<file path="src/logic/wdt_params.svh">
// register map, field positions, reset values and timing counts
`ifndef WDT_PARAMS_SVH
`define WDT_PARAMS_SVH

`define WDT_OFF_CTRL     8'h00
`define WDT_OFF_CLKSEL   8'h04
`define WDT_OFF_TA       8'h08
`define WDT_OFF_STAT     8'h0c
`define WDT_OFF_MASK     8'h10
`define WDT_OFF_IEN      8'h14
`define WDT_HSIZE_WORD   3'b010

`define WDT_B_POR        6
`define WDT_B_TIMEOUT_FLAG       3
`define WDT_B_WD_RESET_CAUSE_FLAG       2
`define WDT_B_EWT        1
`define WDT_B_RWT        0
`define WDT_B_SEL_HI     7
`define WDT_B_SEL_LO     6
`define WDT_B_IE         0
`define WDT_B_EA         1
`define WDT_S_TOUT       0
`define WDT_S_WRST       1

`define WDT_RST_POR      1'b1
`define WDT_RST_SEL      2'b00
`define WDT_RST_MASK     2'b00

`define WDT_TA_KEY1      8'haa
`define WDT_TA_KEY2      8'h55
`define WDT_TA_WIN       4'h8
`define WDT_RST_DLY      10'h200
`define WDT_MC_CLKS      4'h4
`define WDT_RST_MCYC     4'h2
`define WDT_RST_LEN      (`WDT_MC_CLKS * `WDT_RST_MCYC)

`endif

</file>
<file path="src/logic/wdt_pkg.sv">
// types shared by the watchdog modules
package wdt_pkg;
   typedef logic [1:0] wdt_sel_t;
   typedef enum logic [1:0] {WDT_TA_LOCKED, WDT_TA_KEYED, WDT_TA_OPEN}
      wdt_ta_state_t;
   typedef enum logic [1:0] {WDT_CT_RUN, WDT_CT_PEND, WDT_CT_RESET}
      wdt_ct_state_t;
endpackage : wdt_pkg

</file>
<file path="src/logic/wdt_cnt_if.sv">
// control/status link between register file and divider chain
`timescale 1ns/1ps
interface wdt_cnt_if;
   logic             restart;
   wdt_pkg::wdt_sel_t sel;
   logic             rst_en;
   logic             timeout;
   logic             wd_rst;
   modport ctl (output restart, sel, rst_en, input timeout, wd_rst);
   modport cnt (input restart, sel, rst_en, output timeout, wd_rst);
endinterface : wdt_cnt_if

</file>
<file path="src/logic/wdt_counter.sv">
// divider chain, time-out detect, delayed watchdog reset pulse
`timescale 1ns/1ps
`include "wdt_params.svh"
module wdt_counter #(
   parameter int CNT_W = 26,
   parameter int EXP0  = 17,
   parameter int EXP1  = 20,
   parameter int EXP2  = 23,
   parameter int EXP3  = 26
) (
   input wire logic clk,
   input wire logic rst_n,
   wdt_cnt_if.cnt   cif
);
   import wdt_pkg::*;

   logic [CNT_W-1:0] cnt_q;
   logic [9:0]       dly_q;
   logic [3:0]       len_q;
   logic             tout_q;
   logic             wdr_q;
   wdt_ct_state_t    st_q;
   logic             hit;

   function automatic logic [CNT_W-1:0] last_count(wdt_sel_t s);
      int e;
      case (s)
         2'b00:   e = EXP0;
         2'b01:   e = EXP1;
         2'b10:   e = EXP2;
         default: e = EXP3;
      endcase
      return {CNT_W{1'b1}} >> (CNT_W - e);
   endfunction : last_count

   assign hit = !cif.restart && (cnt_q == last_count(cif.sel));
   assign cif.timeout = tout_q;
   assign cif.wd_rst  = wdr_q;

   always_ff @(posedge clk or negedge rst_n) begin
      if (!rst_n) begin
         cnt_q <= '0;
      end else if (cif.restart || hit) begin
         cnt_q <= '0;
      end else begin
         cnt_q <= cnt_q + 1'b1;
      end
   end

   always_ff @(posedge clk or negedge rst_n) begin
      if (!rst_n) begin
         tout_q <= 1'b0;
      end else begin
         tout_q <= hit;
      end
   end

   // a restart during the 512-clock grace period cancels the reset
   always_ff @(posedge clk or negedge rst_n) begin
      if (!rst_n) begin
         st_q  <= WDT_CT_RUN;
         dly_q <= '0;
         len_q <= '0;
         wdr_q <= 1'b0;
      end else begin
         case (st_q)
            WDT_CT_RUN: begin
               if (hit && cif.rst_en) begin
                  st_q  <= WDT_CT_PEND;
                  dly_q <= '0;
               end
            end
            WDT_CT_PEND: begin
               if (cif.restart) begin
                  st_q <= WDT_CT_RUN;
               end else if (dly_q == `WDT_RST_DLY - 10'h001) begin
                  st_q  <= WDT_CT_RESET;
                  wdr_q <= 1'b1;
                  len_q <= '0;
               end else begin
                  dly_q <= dly_q + 10'h001;
               end
            end
            WDT_CT_RESET: begin
               if (len_q == `WDT_RST_LEN - 4'h1) begin
                  st_q  <= WDT_CT_RUN;
                  wdr_q <= 1'b0;
               end else begin
                  len_q <= len_q + 4'h1;
               end
            end
            default: st_q <= WDT_CT_RUN;
         endcase
      end
   end

   a_rst_delay: assert property (
      @(posedge clk) disable iff (!rst_n)
      $rose(wdr_q) |-> $past(tout_q, 512)) else $error("reset not 512 late");
   a_rst_length: assert property (
      @(posedge clk) disable iff (!rst_n)
      $rose(wdr_q) |-> wdr_q[*8] ##1 !wdr_q) else $error("bad reset length");
   a_restart_clear: assert property (
      @(posedge clk) disable iff (!rst_n)
      cif.restart |=> cnt_q == '0) else $error("restart kept count");
   a_timeout_point: assert property (
      @(posedge clk) disable iff (!rst_n)
      $rose(tout_q) |-> $past(cnt_q) == last_count($past(cif.sel)))
      else $error("time-out at wrong count");
   c_wd_reset: cover property (@(posedge clk) disable iff (!rst_n)
      $rose(wdr_q));
endmodule : wdt_counter

</file>
<file path="src/logic/wdt_top.sv">
// watchdog timer with AHB-Lite register slave and interrupt
`timescale 1ns/1ps
`include "wdt_params.svh"
module wdt_top #(
   parameter int EXP0 = 17,
   parameter int EXP1 = 20,
   parameter int EXP2 = 23,
   parameter int EXP3 = 26
) (
   input  wire logic        hclk,
   input  wire logic        hresetn,
   input  wire logic        hsel,
   input  wire logic [31:0] haddr,
   input  wire logic [1:0]  htrans,
   input  wire logic        hwrite,
   input  wire logic [2:0]  hsize,
   input  wire logic [31:0] hwdata,
   input  wire logic        hready,
   output logic             hreadyout,
   output logic             hresp,
   output logic [31:0]      hrdata,
   input  wire logic        ext_reset,
   input  wire logic        pwr_fail,
   output logic             irq,
   output logic             wd_irq_req,
   output logic             wd_sys_rst
);
   import wdt_pkg::*;

   wdt_cnt_if cif ();

   logic          acc;
   logic          rd_stat;
   logic          wr_pend_q;
   logic [7:0]    wr_addr_q;
   logic [31:0]   hrdata_q;
   logic          hreadyout_q;
   logic          hresp_q;
   logic [7:0]    wdata;
   logic          wr_ctl;
   logic          wr_ctl_prot;
   logic          wr_ta;
   wdt_ta_state_t ta_st_q;
   logic [3:0]    ta_cnt_q;
   logic          ta_open;
   logic          por_q;
   logic          ewt_q;
   logic          timeout_flag_q;
   logic          wd_reset_cause_flag_q;
   logic          rwt_q;
   wdt_sel_t      sel_q;
   logic          ie_q;
   logic          ea_q;
   logic [1:0]    stat_q;
   logic [1:0]    mask_q;
   logic [1:0]    ev;
   logic          wdr_prev_q;
   logic          wdr_rise;
   logic          irq_q;
   logic          wd_irq_req_q;

   function automatic logic reg_hit(logic [7:0] a, logic [7:0] off);
      return a == off;
   endfunction : reg_hit

   function automatic logic [7:0] read_mux(logic [7:0] a);
      logic [7:0] r;
      r = 8'h00;
      if (reg_hit(a, `WDT_OFF_CTRL)) begin
         // restart bit always reads zero
         r[`WDT_B_POR]  = por_q;
         r[`WDT_B_TIMEOUT_FLAG] = timeout_flag_q;
         r[`WDT_B_WD_RESET_CAUSE_FLAG] = wd_reset_cause_flag_q;
         r[`WDT_B_EWT]  = ewt_q;
      end else if (reg_hit(a, `WDT_OFF_CLKSEL)) begin
         r[`WDT_B_SEL_HI:`WDT_B_SEL_LO] = sel_q;
      end else if (reg_hit(a, `WDT_OFF_STAT)) begin
         r[1:0] = stat_q;
      end else if (reg_hit(a, `WDT_OFF_MASK)) begin
         r[1:0] = mask_q;
      end else if (reg_hit(a, `WDT_OFF_IEN)) begin
         r[`WDT_B_IE] = ie_q;
         r[`WDT_B_EA] = ea_q;
      end
      return r;
   endfunction : read_mux

   // zero-wait slave: address phase accepted whenever hready is high
   assign acc     = hsel && hready && htrans[1];
   assign rd_stat = acc && !hwrite && (haddr[31:8] == 24'h00_0000)
                    && reg_hit(haddr[7:0], `WDT_OFF_STAT);
   assign wdata   = hwdata[7:0];
   assign wr_ctl  = wr_pend_q && reg_hit(wr_addr_q, `WDT_OFF_CTRL);
   assign wr_ta   = wr_pend_q && reg_hit(wr_addr_q, `WDT_OFF_TA);
   assign ta_open = (ta_st_q == WDT_TA_OPEN);
   assign wr_ctl_prot = wr_ctl && ta_open;

   always_ff @(posedge hclk or negedge hresetn) begin
      if (!hresetn) begin
         wr_pend_q <= 1'b0;
         wr_addr_q <= 8'h00;
      end else begin
         // non-word or out-of-range writes complete but store nothing
         wr_pend_q <= acc && hwrite && (hsize == `WDT_HSIZE_WORD)
                      && (haddr[31:8] == 24'h00_0000);
         if (acc) begin
            wr_addr_q <= haddr[7:0];
         end
      end
   end

   always_ff @(posedge hclk or negedge hresetn) begin
      if (!hresetn) begin
         hrdata_q <= 32'h0000_0000;
      end else if (acc && !hwrite) begin
         if (haddr[31:8] == 24'h00_0000) begin
            hrdata_q <= {24'h00_0000, read_mux(haddr[7:0])};
         end else begin
            hrdata_q <= 32'h0000_0000;
         end
      end
   end

   always_ff @(posedge hclk or negedge hresetn) begin
      if (!hresetn) begin
         hreadyout_q <= 1'b0;
         hresp_q     <= 1'b0;
      end else begin
         hreadyout_q <= 1'b1;
         hresp_q     <= 1'b0;
      end
   end

   // unlock: AAh then 55h, window then closes on its own
   always_ff @(posedge hclk or negedge hresetn) begin
      if (!hresetn) begin
         ta_st_q  <= WDT_TA_LOCKED;
         ta_cnt_q <= 4'h0;
      end else begin
         case (ta_st_q)
            WDT_TA_LOCKED: begin
               if (wr_ta && wdata == `WDT_TA_KEY1) begin
                  ta_st_q <= WDT_TA_KEYED;
               end
            end
            WDT_TA_KEYED: begin
               if (wr_ta && wdata == `WDT_TA_KEY2) begin
                  ta_st_q  <= WDT_TA_OPEN;
                  ta_cnt_q <= `WDT_TA_WIN - 4'h1;
               end else if (wr_pend_q) begin
                  ta_st_q <= WDT_TA_LOCKED;
               end
            end
            WDT_TA_OPEN: begin
               if (ta_cnt_q == 4'h0) begin
                  ta_st_q <= WDT_TA_LOCKED;
               end else begin
                  ta_cnt_q <= ta_cnt_q - 4'h1;
               end
            end
            default: ta_st_q <= WDT_TA_LOCKED;
         endcase
      end
   end

   // hresetn is the power-on reset: flag comes up set
   always_ff @(posedge hclk or negedge hresetn) begin
      if (!hresetn) begin
         por_q <= `WDT_RST_POR;
      end else if (wr_ctl_prot) begin
         por_q <= wdata[`WDT_B_POR];
      end
   end

   always_ff @(posedge hclk or negedge hresetn) begin
      if (!hresetn) begin
         ewt_q <= 1'b0;
      end else if (pwr_fail) begin
         ewt_q <= 1'b0;
      end else if (wr_ctl_prot) begin
         ewt_q <= wdata[`WDT_B_EWT];
      end
   end

   // hardware set beats a same-cycle software clear
   always_ff @(posedge hclk or negedge hresetn) begin
      if (!hresetn) begin
         timeout_flag_q <= 1'b0;
      end else if (cif.timeout) begin
         timeout_flag_q <= 1'b1;
      end else if (wr_ctl_prot) begin
         timeout_flag_q <= wdata[`WDT_B_TIMEOUT_FLAG];
      end
   end

   // software may only clear the cause flag, never set it
   always_ff @(posedge hclk or negedge hresetn) begin
      if (!hresetn) begin
         wd_reset_cause_flag_q <= 1'b0;
      end else if (pwr_fail) begin
         wd_reset_cause_flag_q <= 1'b0;
      end else if (wdr_rise) begin
         wd_reset_cause_flag_q <= 1'b1;
      end else if (wr_ctl && !wdata[`WDT_B_WD_RESET_CAUSE_FLAG]) begin
         wd_reset_cause_flag_q <= 1'b0;
      end
   end

   always_ff @(posedge hclk or negedge hresetn) begin
      if (!hresetn) begin
         rwt_q <= 1'b0;
      end else begin
         rwt_q <= wr_ctl_prot && wdata[`WDT_B_RWT];
      end
   end

   always_ff @(posedge hclk or negedge hresetn) begin
      if (!hresetn) begin
         sel_q <= `WDT_RST_SEL;
      end else if (wr_pend_q && reg_hit(wr_addr_q, `WDT_OFF_CLKSEL)) begin
         sel_q <= wdata[`WDT_B_SEL_HI:`WDT_B_SEL_LO];
      end
   end

   always_ff @(posedge hclk or negedge hresetn) begin
      if (!hresetn) begin
         ie_q <= 1'b0;
         ea_q <= 1'b0;
      end else if (wr_pend_q && reg_hit(wr_addr_q, `WDT_OFF_IEN)) begin
         ie_q <= wdata[`WDT_B_IE];
         ea_q <= wdata[`WDT_B_EA];
      end
   end

   always_ff @(posedge hclk or negedge hresetn) begin
      if (!hresetn) begin
         mask_q <= `WDT_RST_MASK;
      end else if (wr_pend_q && reg_hit(wr_addr_q, `WDT_OFF_MASK)) begin
         mask_q <= wdata[1:0];
      end
   end

   always_ff @(posedge hclk or negedge hresetn) begin
      if (!hresetn) begin
         wdr_prev_q <= 1'b0;
      end else begin
         wdr_prev_q <= cif.wd_rst;
      end
   end

   assign wdr_rise = cif.wd_rst && !wdr_prev_q;

   always_comb begin
      ev               = 2'b00;
      ev[`WDT_S_TOUT]  = cif.timeout;
      ev[`WDT_S_WRST]  = wdr_rise;
   end

   // read clears, but an event in the same cycle survives
   always_ff @(posedge hclk or negedge hresetn) begin
      if (!hresetn) begin
         stat_q <= 2'b00;
      end else begin
         stat_q <= (stat_q & ~{2{rd_stat}}) | ev;
      end
   end

   always_ff @(posedge hclk or negedge hresetn) begin
      if (!hresetn) begin
         irq_q <= 1'b0;
      end else begin
         irq_q <= |(stat_q & mask_q);
      end
   end

   // request path needs no reset enable, reset path no interrupt enable
   always_ff @(posedge hclk or negedge hresetn) begin
      if (!hresetn) begin
         wd_irq_req_q <= 1'b0;
      end else begin
         wd_irq_req_q <= timeout_flag_q && ie_q && ea_q;
      end
   end

   // the counter is held cleared while any restart source is active
   assign cif.restart = rwt_q || ext_reset || pwr_fail
                        || cif.wd_rst;
   assign cif.sel     = sel_q;
   assign cif.rst_en  = ewt_q;

   wdt_counter #(
      .CNT_W (EXP3),
      .EXP0  (EXP0),
      .EXP1  (EXP1),
      .EXP2  (EXP2),
      .EXP3  (EXP3)
   ) u_counter (
      .clk   (hclk),
      .rst_n (hresetn),
      .cif   (cif.cnt)
   );

   assign hreadyout  = hreadyout_q;
   assign hresp      = hresp_q;
   assign hrdata     = hrdata_q;
   assign irq        = irq_q;
   assign wd_irq_req = wd_irq_req_q;
   assign wd_sys_rst = cif.wd_rst;

   a_irq_gating: assert property (
      @(posedge hclk) disable iff (!hresetn)
      wd_irq_req |-> $past(timeout_flag_q) && $past(ie_q) && $past(ea_q))
      else $error("interrupt request without enables");
   a_timeout_flag_sticky: assert property (
      @(posedge hclk) disable iff (!hresetn)
      $fell(timeout_flag_q) |-> $past(wr_ctl_prot))
      else $error("time-out flag cleared without write");
   a_ewt_locked: assert property (
      @(posedge hclk) disable iff (!hresetn)
      $rose(ewt_q) |-> $past(ta_open) && $past(wr_ctl))
      else $error("reset enable set while locked");
   a_wd_reset_cause_flag_cause: assert property (
      @(posedge hclk) disable iff (!hresetn)
      $rose(wd_reset_cause_flag_q) |-> $past(cif.wd_rst) && !$past(wdr_prev_q))
      else $error("cause flag set without watchdog reset");
   a_pwr_fail_off: assert property (
      @(posedge hclk) disable iff (!hresetn)
      pwr_fail |=> !ewt_q && !wd_reset_cause_flag_q)
      else $error("power fail left watchdog armed");
   a_window_open: assert property (
      @(posedge hclk) disable iff (!hresetn)
      $rose(ta_open) |-> ta_open[*8] ##1 !ta_open)
      else $error("timed access window wrong length");
   c_timeout: cover property (@(posedge hclk) disable iff (!hresetn)
      $rose(timeout_flag_q));
   c_prot_write: cover property (@(posedge hclk) disable iff (!hresetn)
      wr_ctl_prot && wdata[`WDT_B_RWT]);
   c_irq: cover property (@(posedge hclk) disable iff (!hresetn)
      $rose(irq));
endmodule : wdt_top

</file>
<file path="config.mk">
export PLATFORM = sky130hd
export DESIGN_NAME = wdt_top
export DESIGN_NICKNAME = d
export VERILOG_FILES = /design/src/logic/wdt_pkg.sv /design/src/logic/wdt_cnt_if.sv /design/src/logic/wdt_counter.sv /design/src/logic/wdt_top.sv
export VERILOG_INCLUDE_DIRS = /design/src /design/src/logic
export SDC_FILE = /design/constraint.sdc
export NUM_CORES = 1
export LEC_CHECK = 0
export BUFFER_PORTS_ARGS = -buffer_cell sky130_fd_sc_hd__buf_2
export CAP_MARGIN = 20
export CORE_ASPECT_RATIO = 0.8
export CORE_UTILIZATION = 54
export DETAILED_ROUTE_END_ITERATION = 12
export PLACE_DENSITY_LB_ADDON = 0.25
export SLEW_MARGIN = 30
export SYNTH_ARGS = -nofsm -noshare
export SYNTH_HDL_FRONTEND = slang
export SYNTH_SLANG_ARGS = --single-unit
</file>
<file path="constraint.sdc">
create_clock -name hclk -period 2.7 [get_ports hclk]
set_input_delay 0.405 -clock hclk [delete_from_list [all_inputs] [get_ports hclk]]
set_output_delay 0.405 -clock hclk [all_outputs]
set_load 0.03 [all_outputs]
</file>
==> results of run 1 <==
[worst max-delay path by stage]
stage | from | to | slack (ps) | cells past startpoint
global route | cif.sel[0] | u_counter.dly_q[2] | 70 | 9
CTS | cif.sel[0] | u_counter.dly_q[7] | 280 | 8
global placement | cif.sel[0] | u_counter.dly_q[0] | 340 | 9
finish | cif.sel[0] | u_counter.dly_q[7] | 280 | 8
floorplan | cif.sel[0] | u_counter.dly_q[7] | 440 | 8
detailed placement | cif.sel[0] | u_counter.dly_q[0] | 290 | 9
[flip-flops by register name, indices dropped and copies added (netlist names), 4 cells and up]
name / flops
u_counter.cnt_q: 26
hrdata: 6
u_counter.dly_q: 10
u_counter.len_q: 4
ta_cnt_q: 4
wr_addr_q: 8
[power breakdown]
part	total, mW	switching [mW]	internal (mW)	leakage [nW]
registers	1.35	0.0601	1.29	1.04
logic	0.268	0.165	0.104	1.11
clock network	1.01	0.478	0.529	0.111
total	2.63	0.702	1.93	2.27
[placed cells by master, fill, tap and decap left out, types with 4 or more instances in the layout]
| master | instances |
|---|---|
| sky130_fd_sc_hd__a31oi_1 | 5 |
| sky130_fd_sc_hd__mux2_2 | 14 |
| sky130_fd_sc_hd__o21ai_0 | 13 |
| sky130_fd_sc_hd__mux2i_1 | 4 |
| sky130_fd_sc_hd__nand2_1 | 39 |
| sky130_fd_sc_hd__nor2b_1 | 5 |
| sky130_fd_sc_hd__buf_4 | 9 |
| sky130_fd_sc_hd__nor2_1 | 55 |
| sky130_fd_sc_hd__nor4_1 | 8 |
| sky130_fd_sc_hd__nor3_1 | 9 |
| sky130_fd_sc_hd__and3_1 | 12 |
| sky130_fd_sc_hd__nand4_1 | 14 |
| sky130_fd_sc_hd__ha_1 | 14 |
| sky130_fd_sc_hd__buf_2 | 59 |
| sky130_fd_sc_hd__inv_1 | 19 |
| sky130_fd_sc_hd__or4_1 | 4 |
| sky130_fd_sc_hd__xnor2_1 | 13 |
| sky130_fd_sc_hd__conb_1 | 28 |
| sky130_fd_sc_hd__dfrtp_1 | 81 |
| sky130_fd_sc_hd__nand2b_1 | 4 |
| sky130_fd_sc_hd__a21oi_1 | 11 |
| sky130_fd_sc_hd__clkbuf_8 | 9 |
| sky130_fd_sc_hd__xor2_1 | 19 |
| sky130_fd_sc_hd__a22o_1 | 4 |
| sky130_fd_sc_hd__nand3_1 | 17 |
[per-layer routing]
layer  vias to the layer above  track usage, %  wire (um)
li1                       1675               -          -
met1                      1628            30.8       4270
met2                        95            33.7       4190
met3                        12            4.84        455
met4                         0            7.27        108
met5                         -               0          0
[layout make-up]
class                           instances  area (um^2)  share of cell area [%]
Sequential cell                        82         2050                    40.7
Timing Repair Buffer                   69          383                    7.59
Clock buffer                            9          124                    2.46
Multi-Input combinational cell        344         2180                    43.2
Inverter                               19         71.3                    1.41
Tap cell                              108          135                    2.68
Clock inverter                          7         98.8                    1.96
[logic make-up after synthesis]
group | Yosys count | synth area share [%]
adder cells (fa/ha/maj) | 14 | 3.90
XOR/XNOR | 32 | 6.24
AND/OR/NAND/NOR | 199 | 23.8
AO/OA/AOI/OAI | 53 | 7.89
flip-flops | 82 | 45.7
multiplexers | 18 | 4.40
buffers and inverters | 55 | 7.86
other | 2 | 0.167
[per-stage QoR]
step,hold WS (ps),setup WS [ps]
after floorplan,109,443
after detailed placement,469,290
final,61.9,280
after global placement,462,340
after global routing,100,68.9
after CTS,71.9,278
==> run_summary.xml, run 1 <==
<?xml version="1.0" encoding="UTF-8"?>
<metrics>
  <group name="run_status">
    <metric name="run_status" unit="">completed</metric>
  </group>
  <group name="min_path">
    <metric name="holdCritPathClass" unit="">in -&gt; async</metric>
  </group>
  <group name="placement">
    <metric name="placed_area" unit="mm^2">0.00482</metric>
    <metric name="placed_cells_incl_taps" unit="">622</metric>
    <metric name="routabilityCongestion" unit="">0.879</metric>
    <metric name="detailed_place_hpwl" unit="um">6750</metric>
    <metric name="buffer_ports.inserted" unit="">60</metric>
  </group>
  <group name="die">
    <metric name="placement_rows" unit="">29</metric>
    <metric name="floorplan.initialDensity" unit="%">56.2</metric>
    <metric name="io_pins" unit="">113</metric>
    <metric name="chipWidth" unit="um">104</metric>
    <metric name="die_y" unit="um">83.5</metric>
    <metric name="core_area" unit="mm^2">0.00798</metric>
    <metric name="dieArea" unit="mm^2">0.00868</metric>
  </group>
  <group name="global_route">
    <metric name="grt_pass1_vias" unit="">3232</metric>
    <metric name="grt_total_usage" unit="%">21.9</metric>
    <metric name="first_pass_grt_wire_length" unit="um">15200</metric>
    <metric name="overflow_left_after_global_routing" unit="">0</metric>
    <metric name="grt_max_degree" unit="">52</metric>
    <metric name="number_of_antenna_violations_at_the_first_check_in_global_routing" unit="">0</metric>
  </group>
  <group name="critical_path">
    <metric name="setup.worst_path.end_class" unit="">register</metric>
    <metric name="worst-setup-path-type" unit="">reg -&gt; reg</metric>
    <metric name="path_buf_inv" unit="">1</metric>
    <metric name="critical_path.startpoint_type" unit="">register</metric>
    <metric name="standard_cell_with_the_maximum_stage_delay_on_the_critical_path" unit="">sky130_fd_sc_hd__a2111oi_1</metric>
    <metric name="critical_path_cell_list" unit="">buf_4 -&gt; ha_1 -&gt; nor3_1 -&gt; o21ai_0 -&gt; a2111oi_1 -&gt; nand4b_1 -&gt; a32o_1 -&gt; a21o_1</metric>
    <metric name="timing.reg2reg.setup_slack" unit="ps">280</metric>
    <metric name="r2r.worst_path.cells" unit="">8</metric>
    <metric name="path_delay_family" unit="">compound AO/OA/AOI/OAI gates</metric>
    <metric name="worstReg2RegStart" unit="">cif.sel[0]</metric>
    <metric name="critical_path_peak_fanout" unit="">4</metric>
    <metric name="critical-path-max-stage-delay" unit="ps">510</metric>
    <metric name="worst_endpoint_required_time" unit="ps">2950</metric>
    <metric name="timing.critical_path.arrival" unit="ps">2670</metric>
    <metric name="r2r-end" unit="">u_counter.dly_q[7]</metric>
  </group>
  <group name="clock_tree">
    <metric name="clock_tree_from_tritoncts" unit="">built</metric>
    <metric name="clock_latency" unit="ps">350</metric>
    <metric name="clock_path_buffers" unit="">2</metric>
    <metric name="cts.clk_slew.worst_paths" unit="ps">90</metric>
    <metric name="cts_root_buffer_type" unit="">sky130_fd_sc_hd__clkbuf_8</metric>
    <metric name="clkSinkCount" unit="">82</metric>
    <metric name="cts_setup_buffers" unit="">0</metric>
    <metric name="tritoncts.num_buffers" unit="">9</metric>
    <metric name="cts-resized-gates" unit="">0</metric>
    <metric name="cts.hold.buffers_added" unit="">0</metric>
    <metric name="cts.htree.levels" unit="">3</metric>
  </group>
  <group name="route">
    <metric name="via_per_inst" unit="">5.34</metric>
    <metric name="num_vias" unit="">3410</metric>
    <metric name="drt_pass1_iterations" unit="">4</metric>
    <metric name="drc" unit="">0</metric>
    <metric name="route.antenna.remaining_nets" unit="">0</metric>
    <metric name="drt_wl_total" unit="um">9020</metric>
    <metric name="avgRoutedWirePerCell" unit="um">14.1</metric>
    <metric name="initialDrtViolationCount" unit="">213</metric>
  </group>
  <group name="yosys">
    <metric name="postSynth.asyncResetShare" unit="%">100</metric>
    <metric name="area_leader_netlist" unit="">sky130_fd_sc_hd__dfrtp_1</metric>
    <metric name="ys_warn_count" unit="">0</metric>
    <metric name="post_synth_main_area_contributors" unit="">sky130_fd_sc_hd__dfrtp_1 45%, sky130_fd_sc_hd__nor2_1 4.6%, sky130_fd_sc_hd__buf_4 4.5%</metric>
    <metric name="netlist.area_leader.share" unit="%">45.2</metric>
    <metric name="yosysMostFrequentCell" unit="">sky130_fd_sc_hd__dfrtp_1</metric>
    <metric name="avgSynthCellArea" unit="um^2">9.86</metric>
    <metric name="synth_edf_count" unit="">0</metric>
    <metric name="synth_sequential_area_ratio" unit="%">45.7</metric>
    <metric name="post_synth_most_frequent_cells" unit="">81 x sky130_fd_sc_hd__dfrtp_1, 55 x sky130_fd_sc_hd__nor2_1, 39 x sky130_fd_sc_hd__nand2_1</metric>
    <metric name="post_synth_cell_types" unit="">64</metric>
    <metric name="syn_inst" unit="">455</metric>
    <metric name="post_synth_instance_area" unit="mm^2">0.00449</metric>
    <metric name="dominantRegCellSynth" unit="">sky130_fd_sc_hd__dfrtp_1</metric>
    <metric name="postSynthRegisterBits" unit="">82</metric>
  </group>
  <group name="sta">
    <metric name="setup_viol" unit="">0</metric>
    <metric name="maxClockFrequency" unit="GHz">0.413</metric>
    <metric name="worst_clock_skew" unit="ps">10.4</metric>
    <metric name="post-route-period-util" unit="%">89.6</metric>
    <metric name="slew_violations" unit="">0</metric>
    <metric name="unrepaired_setup_endpoints_after_global_routing" unit="">no</metric>
    <metric name="worst-slew-pin-transition" unit="ps">636</metric>
    <metric name="timing.setup.tns" unit="ps">0</metric>
    <metric name="finalCriticalPeriod" unit="ps">2420</metric>
    <metric name="hold_violations" unit="">0</metric>
    <metric name="worst_slew_margin_rel" unit="%">57.6</metric>
  </group>
  <group name="power_and_ir_drop">
    <metric name="vdd.ir_drop.worst" unit="mV">0.291</metric>
    <metric name="power_leakage" unit="nW">2.27</metric>
    <metric name="power.total" unit="mW">2.63</metric>
    <metric name="power_density" unit="mW/mm^2">521</metric>
  </group>
  <group name="final_layout">
    <metric name="finalInstanceArea" unit="mm^2">0.00504</metric>
    <metric name="fill_cells" unit="">672</metric>
    <metric name="layout.cells.non_filler" unit="">638</metric>
    <metric name="antenna_cells" unit="">0</metric>
    <metric name="final_core_utilization" unit="%">63.2</metric>
    <metric name="num-nets-final" unit="">615</metric>
    <metric name="area_growth" unit="%">12.4</metric>
    <metric name="proportion_of_layout_cells_with_a_drive_suffix_above_1" unit="%">21.9</metric>
  </group>
  <group name="job">
    <metric name="cap_violations" unit="">0</metric>
  </group>
</metrics>
Note: power is estimated with default switching activity, not from simulation.
==> inputs of run 2 (changes only) <==
--- a/config.mk
+++ b/config.mk
@@ -15,4 +15,5 @@
 export SLEW_MARGIN = 30
 export SYNTH_ARGS = -nofsm -noshare
 export SYNTH_HDL_FRONTEND = slang
+export SYNTH_HIERARCHICAL = 1
 export SYNTH_SLANG_ARGS = --single-unit
==> run 2 against run 1 <==
  * Critical path depth is 1 lower
  * Count of clock-buffer cells in the layout up 4
  * Largest power group unchanged
  * Total power up 3.6%
  * Cell count is 3.1% higher
  * Fmax grew 1.1%
  * Wire length is 7.6% higher
  * Die area is 5.6% higher
  * Hold slack lost 57 ps
  * Synthesized cell count is 4.6% higher
  * Global-route usage up 1.5 points
==> run_summary.xml, run 2 <==
<?xml version="1.0" encoding="UTF-8"?>
<metrics>
  <group name="global_route">
    <metric name="first_pass_grt_wire_length" unit="um">16800</metric>
    <metric name="grt_total_usage" unit="%">23.4</metric>
    <metric name="grt_pass1_vias" unit="">3621</metric>
    <metric name="overflow_left_after_global_routing" unit="">0</metric>
    <metric name="grt_max_degree" unit="">48</metric>
    <metric name="number_of_antenna_violations_at_the_first_check_in_global_routing" unit="">0</metric>
  </group>
  <group name="clock_tree">
    <metric name="cts.htree.levels" unit="">3</metric>
    <metric name="cts-resized-gates" unit="">0</metric>
    <metric name="cts.clk_slew.worst_paths" unit="ps">80</metric>
    <metric name="cts_root_buffer_type" unit="">sky130_fd_sc_hd__clkbuf_8</metric>
    <metric name="tritoncts.num_buffers" unit="">9</metric>
    <metric name="cts.hold.buffers_added" unit="">0</metric>
    <metric name="cts_setup_buffers" unit="">0</metric>
    <metric name="clock_path_buffers" unit="">2</metric>
    <metric name="clock_tree_from_tritoncts" unit="">built</metric>
    <metric name="clkSinkCount" unit="">82</metric>
    <metric name="clock_latency" unit="ps">350</metric>
  </group>
  <group name="power_and_ir_drop">
    <metric name="power_leakage" unit="nW">2.37</metric>
    <metric name="power_density" unit="mW/mm^2">514</metric>
    <metric name="vdd.ir_drop.worst" unit="mV">0.443</metric>
  </group>
  <group name="critical_path">
    <metric name="worst_endpoint_required_time" unit="ps">2920</metric>
    <metric name="critical-path-max-stage-delay" unit="ps">520</metric>
    <metric name="critical_path_peak_fanout" unit="">8</metric>
    <metric name="critical_path.startpoint_type" unit="">register</metric>
    <metric name="timing.reg2reg.setup_slack" unit="ps">310</metric>
    <metric name="timing.critical_path.arrival" unit="ps">2610</metric>
    <metric name="standard_cell_with_the_maximum_stage_delay_on_the_critical_path" unit="">sky130_fd_sc_hd__a2111o_1</metric>
    <metric name="worst-setup-path-type" unit="">reg -&gt; reg</metric>
    <metric name="path_buf_inv" unit="">1</metric>
    <metric name="critical_path_cell_list" unit="">inv_1 -&gt; ha_1 -&gt; nand2b_1 -&gt; a211o_1 -&gt; a2111o_1 -&gt; o21ai_2 -&gt; a31oi_1</metric>
    <metric name="setup.worst_path.end_class" unit="">register</metric>
    <metric name="path_delay_family" unit="">compound AO/OA/AOI/OAI gates</metric>
  </group>
  <group name="die">
    <metric name="chipWidth" unit="um">107</metric>
    <metric name="floorplan.initialDensity" unit="%">55.7</metric>
    <metric name="dieArea" unit="mm^2">0.00917</metric>
    <metric name="core_area" unit="mm^2">0.00852</metric>
    <metric name="placement_rows" unit="">30</metric>
    <metric name="die_y" unit="um">85.8</metric>
    <metric name="io_pins" unit="">113</metric>
  </group>
  <group name="sta">
    <metric name="maxClockFrequency" unit="GHz">0.418</metric>
    <metric name="hold-worst-slack" unit="ps">5.30</metric>
    <metric name="setup_viol" unit="">0</metric>
    <metric name="postLayoutSetupSlackWorst" unit="ps">306</metric>
    <metric name="worst_clock_skew" unit="ps">6.91</metric>
    <metric name="unrepaired_setup_endpoints_after_global_routing" unit="">no</metric>
    <metric name="slew_violations" unit="">0</metric>
    <metric name="worst-slew-pin-transition" unit="ps">758</metric>
    <metric name="finalCriticalPeriod" unit="ps">2390</metric>
    <metric name="post-route-period-util" unit="%">88.7</metric>
    <metric name="timing.setup.tns" unit="ps">0</metric>
    <metric name="worst_slew_margin_rel" unit="%">49.0</metric>
    <metric name="hold_violations" unit="">0</metric>
  </group>
  <group name="yosys">
    <metric name="post_synth_main_area_contributors" unit="">sky130_fd_sc_hd__dfrtp_1 43%, sky130_fd_sc_hd__buf_4 4.3%, sky130_fd_sc_hd__ha_1 3.7%</metric>
    <metric name="post_synth_most_frequent_cells" unit="">81 x sky130_fd_sc_hd__dfrtp_1, 41 x sky130_fd_sc_hd__nor2_1, 28 x sky130_fd_sc_hd__nand2_1</metric>
    <metric name="netlist.area_leader.share" unit="%">42.7</metric>
    <metric name="postSynth.asyncResetShare" unit="%">100</metric>
    <metric name="post_synth_instance_area" unit="mm^2">0.00474</metric>
    <metric name="post_synth_cell_types" unit="">75</metric>
    <metric name="synth_sequential_area_ratio" unit="%">43.3</metric>
    <metric name="yosysMostFrequentCell" unit="">sky130_fd_sc_hd__dfrtp_1</metric>
    <metric name="syn_inst" unit="">476</metric>
    <metric name="area_leader_netlist" unit="">sky130_fd_sc_hd__dfrtp_1</metric>
    <metric name="avgSynthCellArea" unit="um^2">9.97</metric>
    <metric name="postSynthRegisterBits" unit="">82</metric>
    <metric name="ys_warn_count" unit="">6</metric>
    <metric name="dominantRegCellSynth" unit="">sky130_fd_sc_hd__dfrtp_1</metric>
    <metric name="synth_edf_count" unit="">0</metric>
  </group>
  <group name="placement">
    <metric name="detailed_place_hpwl" unit="um">7200</metric>
    <metric name="placement.setup.worst_slack" unit="ps">309</metric>
    <metric name="placed_area" unit="mm^2">0.00510</metric>
    <metric name="buffer_ports.inserted" unit="">60</metric>
    <metric name="routabilityCongestion" unit="">0.813</metric>
    <metric name="placed_cells_incl_taps" unit="">643</metric>
  </group>
  <group name="final_layout">
    <metric name="layout.cells.most_common_list" unit="">81 x sky130_fd_sc_hd__dfrtp_1, 59 x sky130_fd_sc_hd__buf_2, 41 x sky130_fd_sc_hd__nor2_1</metric>
    <metric name="largest_register_ff_count" unit="">26</metric>
    <metric name="layout_top_registers" unit="">u_counter/cnt_q (26), u_counter/dly_q (10), wr_addr_q (8)</metric>
    <metric name="proportion_of_layout_cells_with_a_drive_suffix_above_1" unit="%">22.2</metric>
    <metric name="layout.cells.most_common" unit="">sky130_fd_sc_hd__dfrtp_1</metric>
    <metric name="antenna_cells" unit="">0</metric>
    <metric name="num-nets-final" unit="">632</metric>
    <metric name="finalInstanceArea" unit="mm^2">0.00530</metric>
    <metric name="layout.cells.non_filler" unit="">658</metric>
    <metric name="register_with_the_most_flip_flops" unit="">u_counter/cnt_q</metric>
    <metric name="fill_cells" unit="">698</metric>
    <metric name="area_growth" unit="%">11.8</metric>
  </group>
  <group name="route">
    <metric name="via_per_inst" unit="">5.64</metric>
    <metric name="initialDrtViolationCount" unit="">163</metric>
    <metric name="route.antenna.remaining_nets" unit="">0</metric>
    <metric name="drt_wl_total" unit="um">9710</metric>
    <metric name="drc" unit="">0</metric>
    <metric name="drt_pass1_iterations" unit="">4</metric>
    <metric name="num_vias" unit="">3712</metric>
    <metric name="avgRoutedWirePerCell" unit="um">14.8</metric>
  </group>
  <group name="min_path">
    <metric name="holdCritPathClass" unit="">in -&gt; async</metric>
  </group>
  <group name="job">
    <metric name="cap_violations" unit="">0</metric>
  </group>
  <group name="run_status">
    <metric name="run_status" unit="">completed</metric>
  </group>
</metrics>
-- run 2: path summary, 6_finish.rpt --
check                                          start                     to  depth (start not counted)
worst max-delay path                      cif.sel[0]     u_counter/dly_q[0]                          7
worst min-delay path                         hresetn     u_counter/dly_q[9]                          1
worst max register to register            cif.sel[0]     u_counter/dly_q[0]                          7
worst min register to register  u_counter/cif.wd_rst             wdr_prev_q                          0
max in group asynchronous                    hresetn                  por_q                          2
min in group hclk                           pwr_fail  wd_reset_cause_flag_q                          2
-- run 2: layout make-up --
cell class / instances / area, um^2 / area share [%]
Clock buffer: 13 / 169 / 3.18
Clock inverter: 2 / 35.0 / 0.661
Sequential cell: 82 / 2050 / 38.7
Tap cell: 112 / 140 / 2.64
Multi-Input combinational cell: 358 / 2440 / 46.0
Inverter: 25 / 93.8 / 1.77
Timing Repair Buffer: 66 / 373 / 7.03
-- run 2: layer usage --
layer,wire [um],vias to the layer above,global-route usage [%],part of all wire [%]
met5,0,-,0,0
met4,48,0,6.35,0.49
met3,505,7,7.07,5.2
met2,4560,92,37.4,47
met1,4600,1808,31.2,47
li1,-,1805,-,-
-- run 2: cell families (layout without fill, tap and decap cells) --
kind of cell	count (synthesis)	count (layout)	synth area share (%)
simple gates	198	198	24.6
xor+xnor	25	25	4.61
fa+ha+maj	14	14	3.69
flops	82	82	43.3
buf+inv	62	106	7.36
mux	24	24	5.49
other cells	2	28	0.158
compound gates	69	69	10.9
-- run 2: power by group --
group | switching (mW) | internal, mW | leakage, nW
Clock | 0.425 | 0.497 | 0.106
Sequential | 0.0814 | 1.31 | 1.03
Combinational | 0.250 | 0.158 | 1.24
-- run 2: through the flow --
step           utilization [%]  power (mW)
2_1_floorplan                -        1.71
3_3_place_gp              59.9        1.81
3_5_place_dp              59.9        1.83
4_1_cts                   62.2        2.76
5_1_grt                   62.2        2.86
6_report                  62.2        2.72
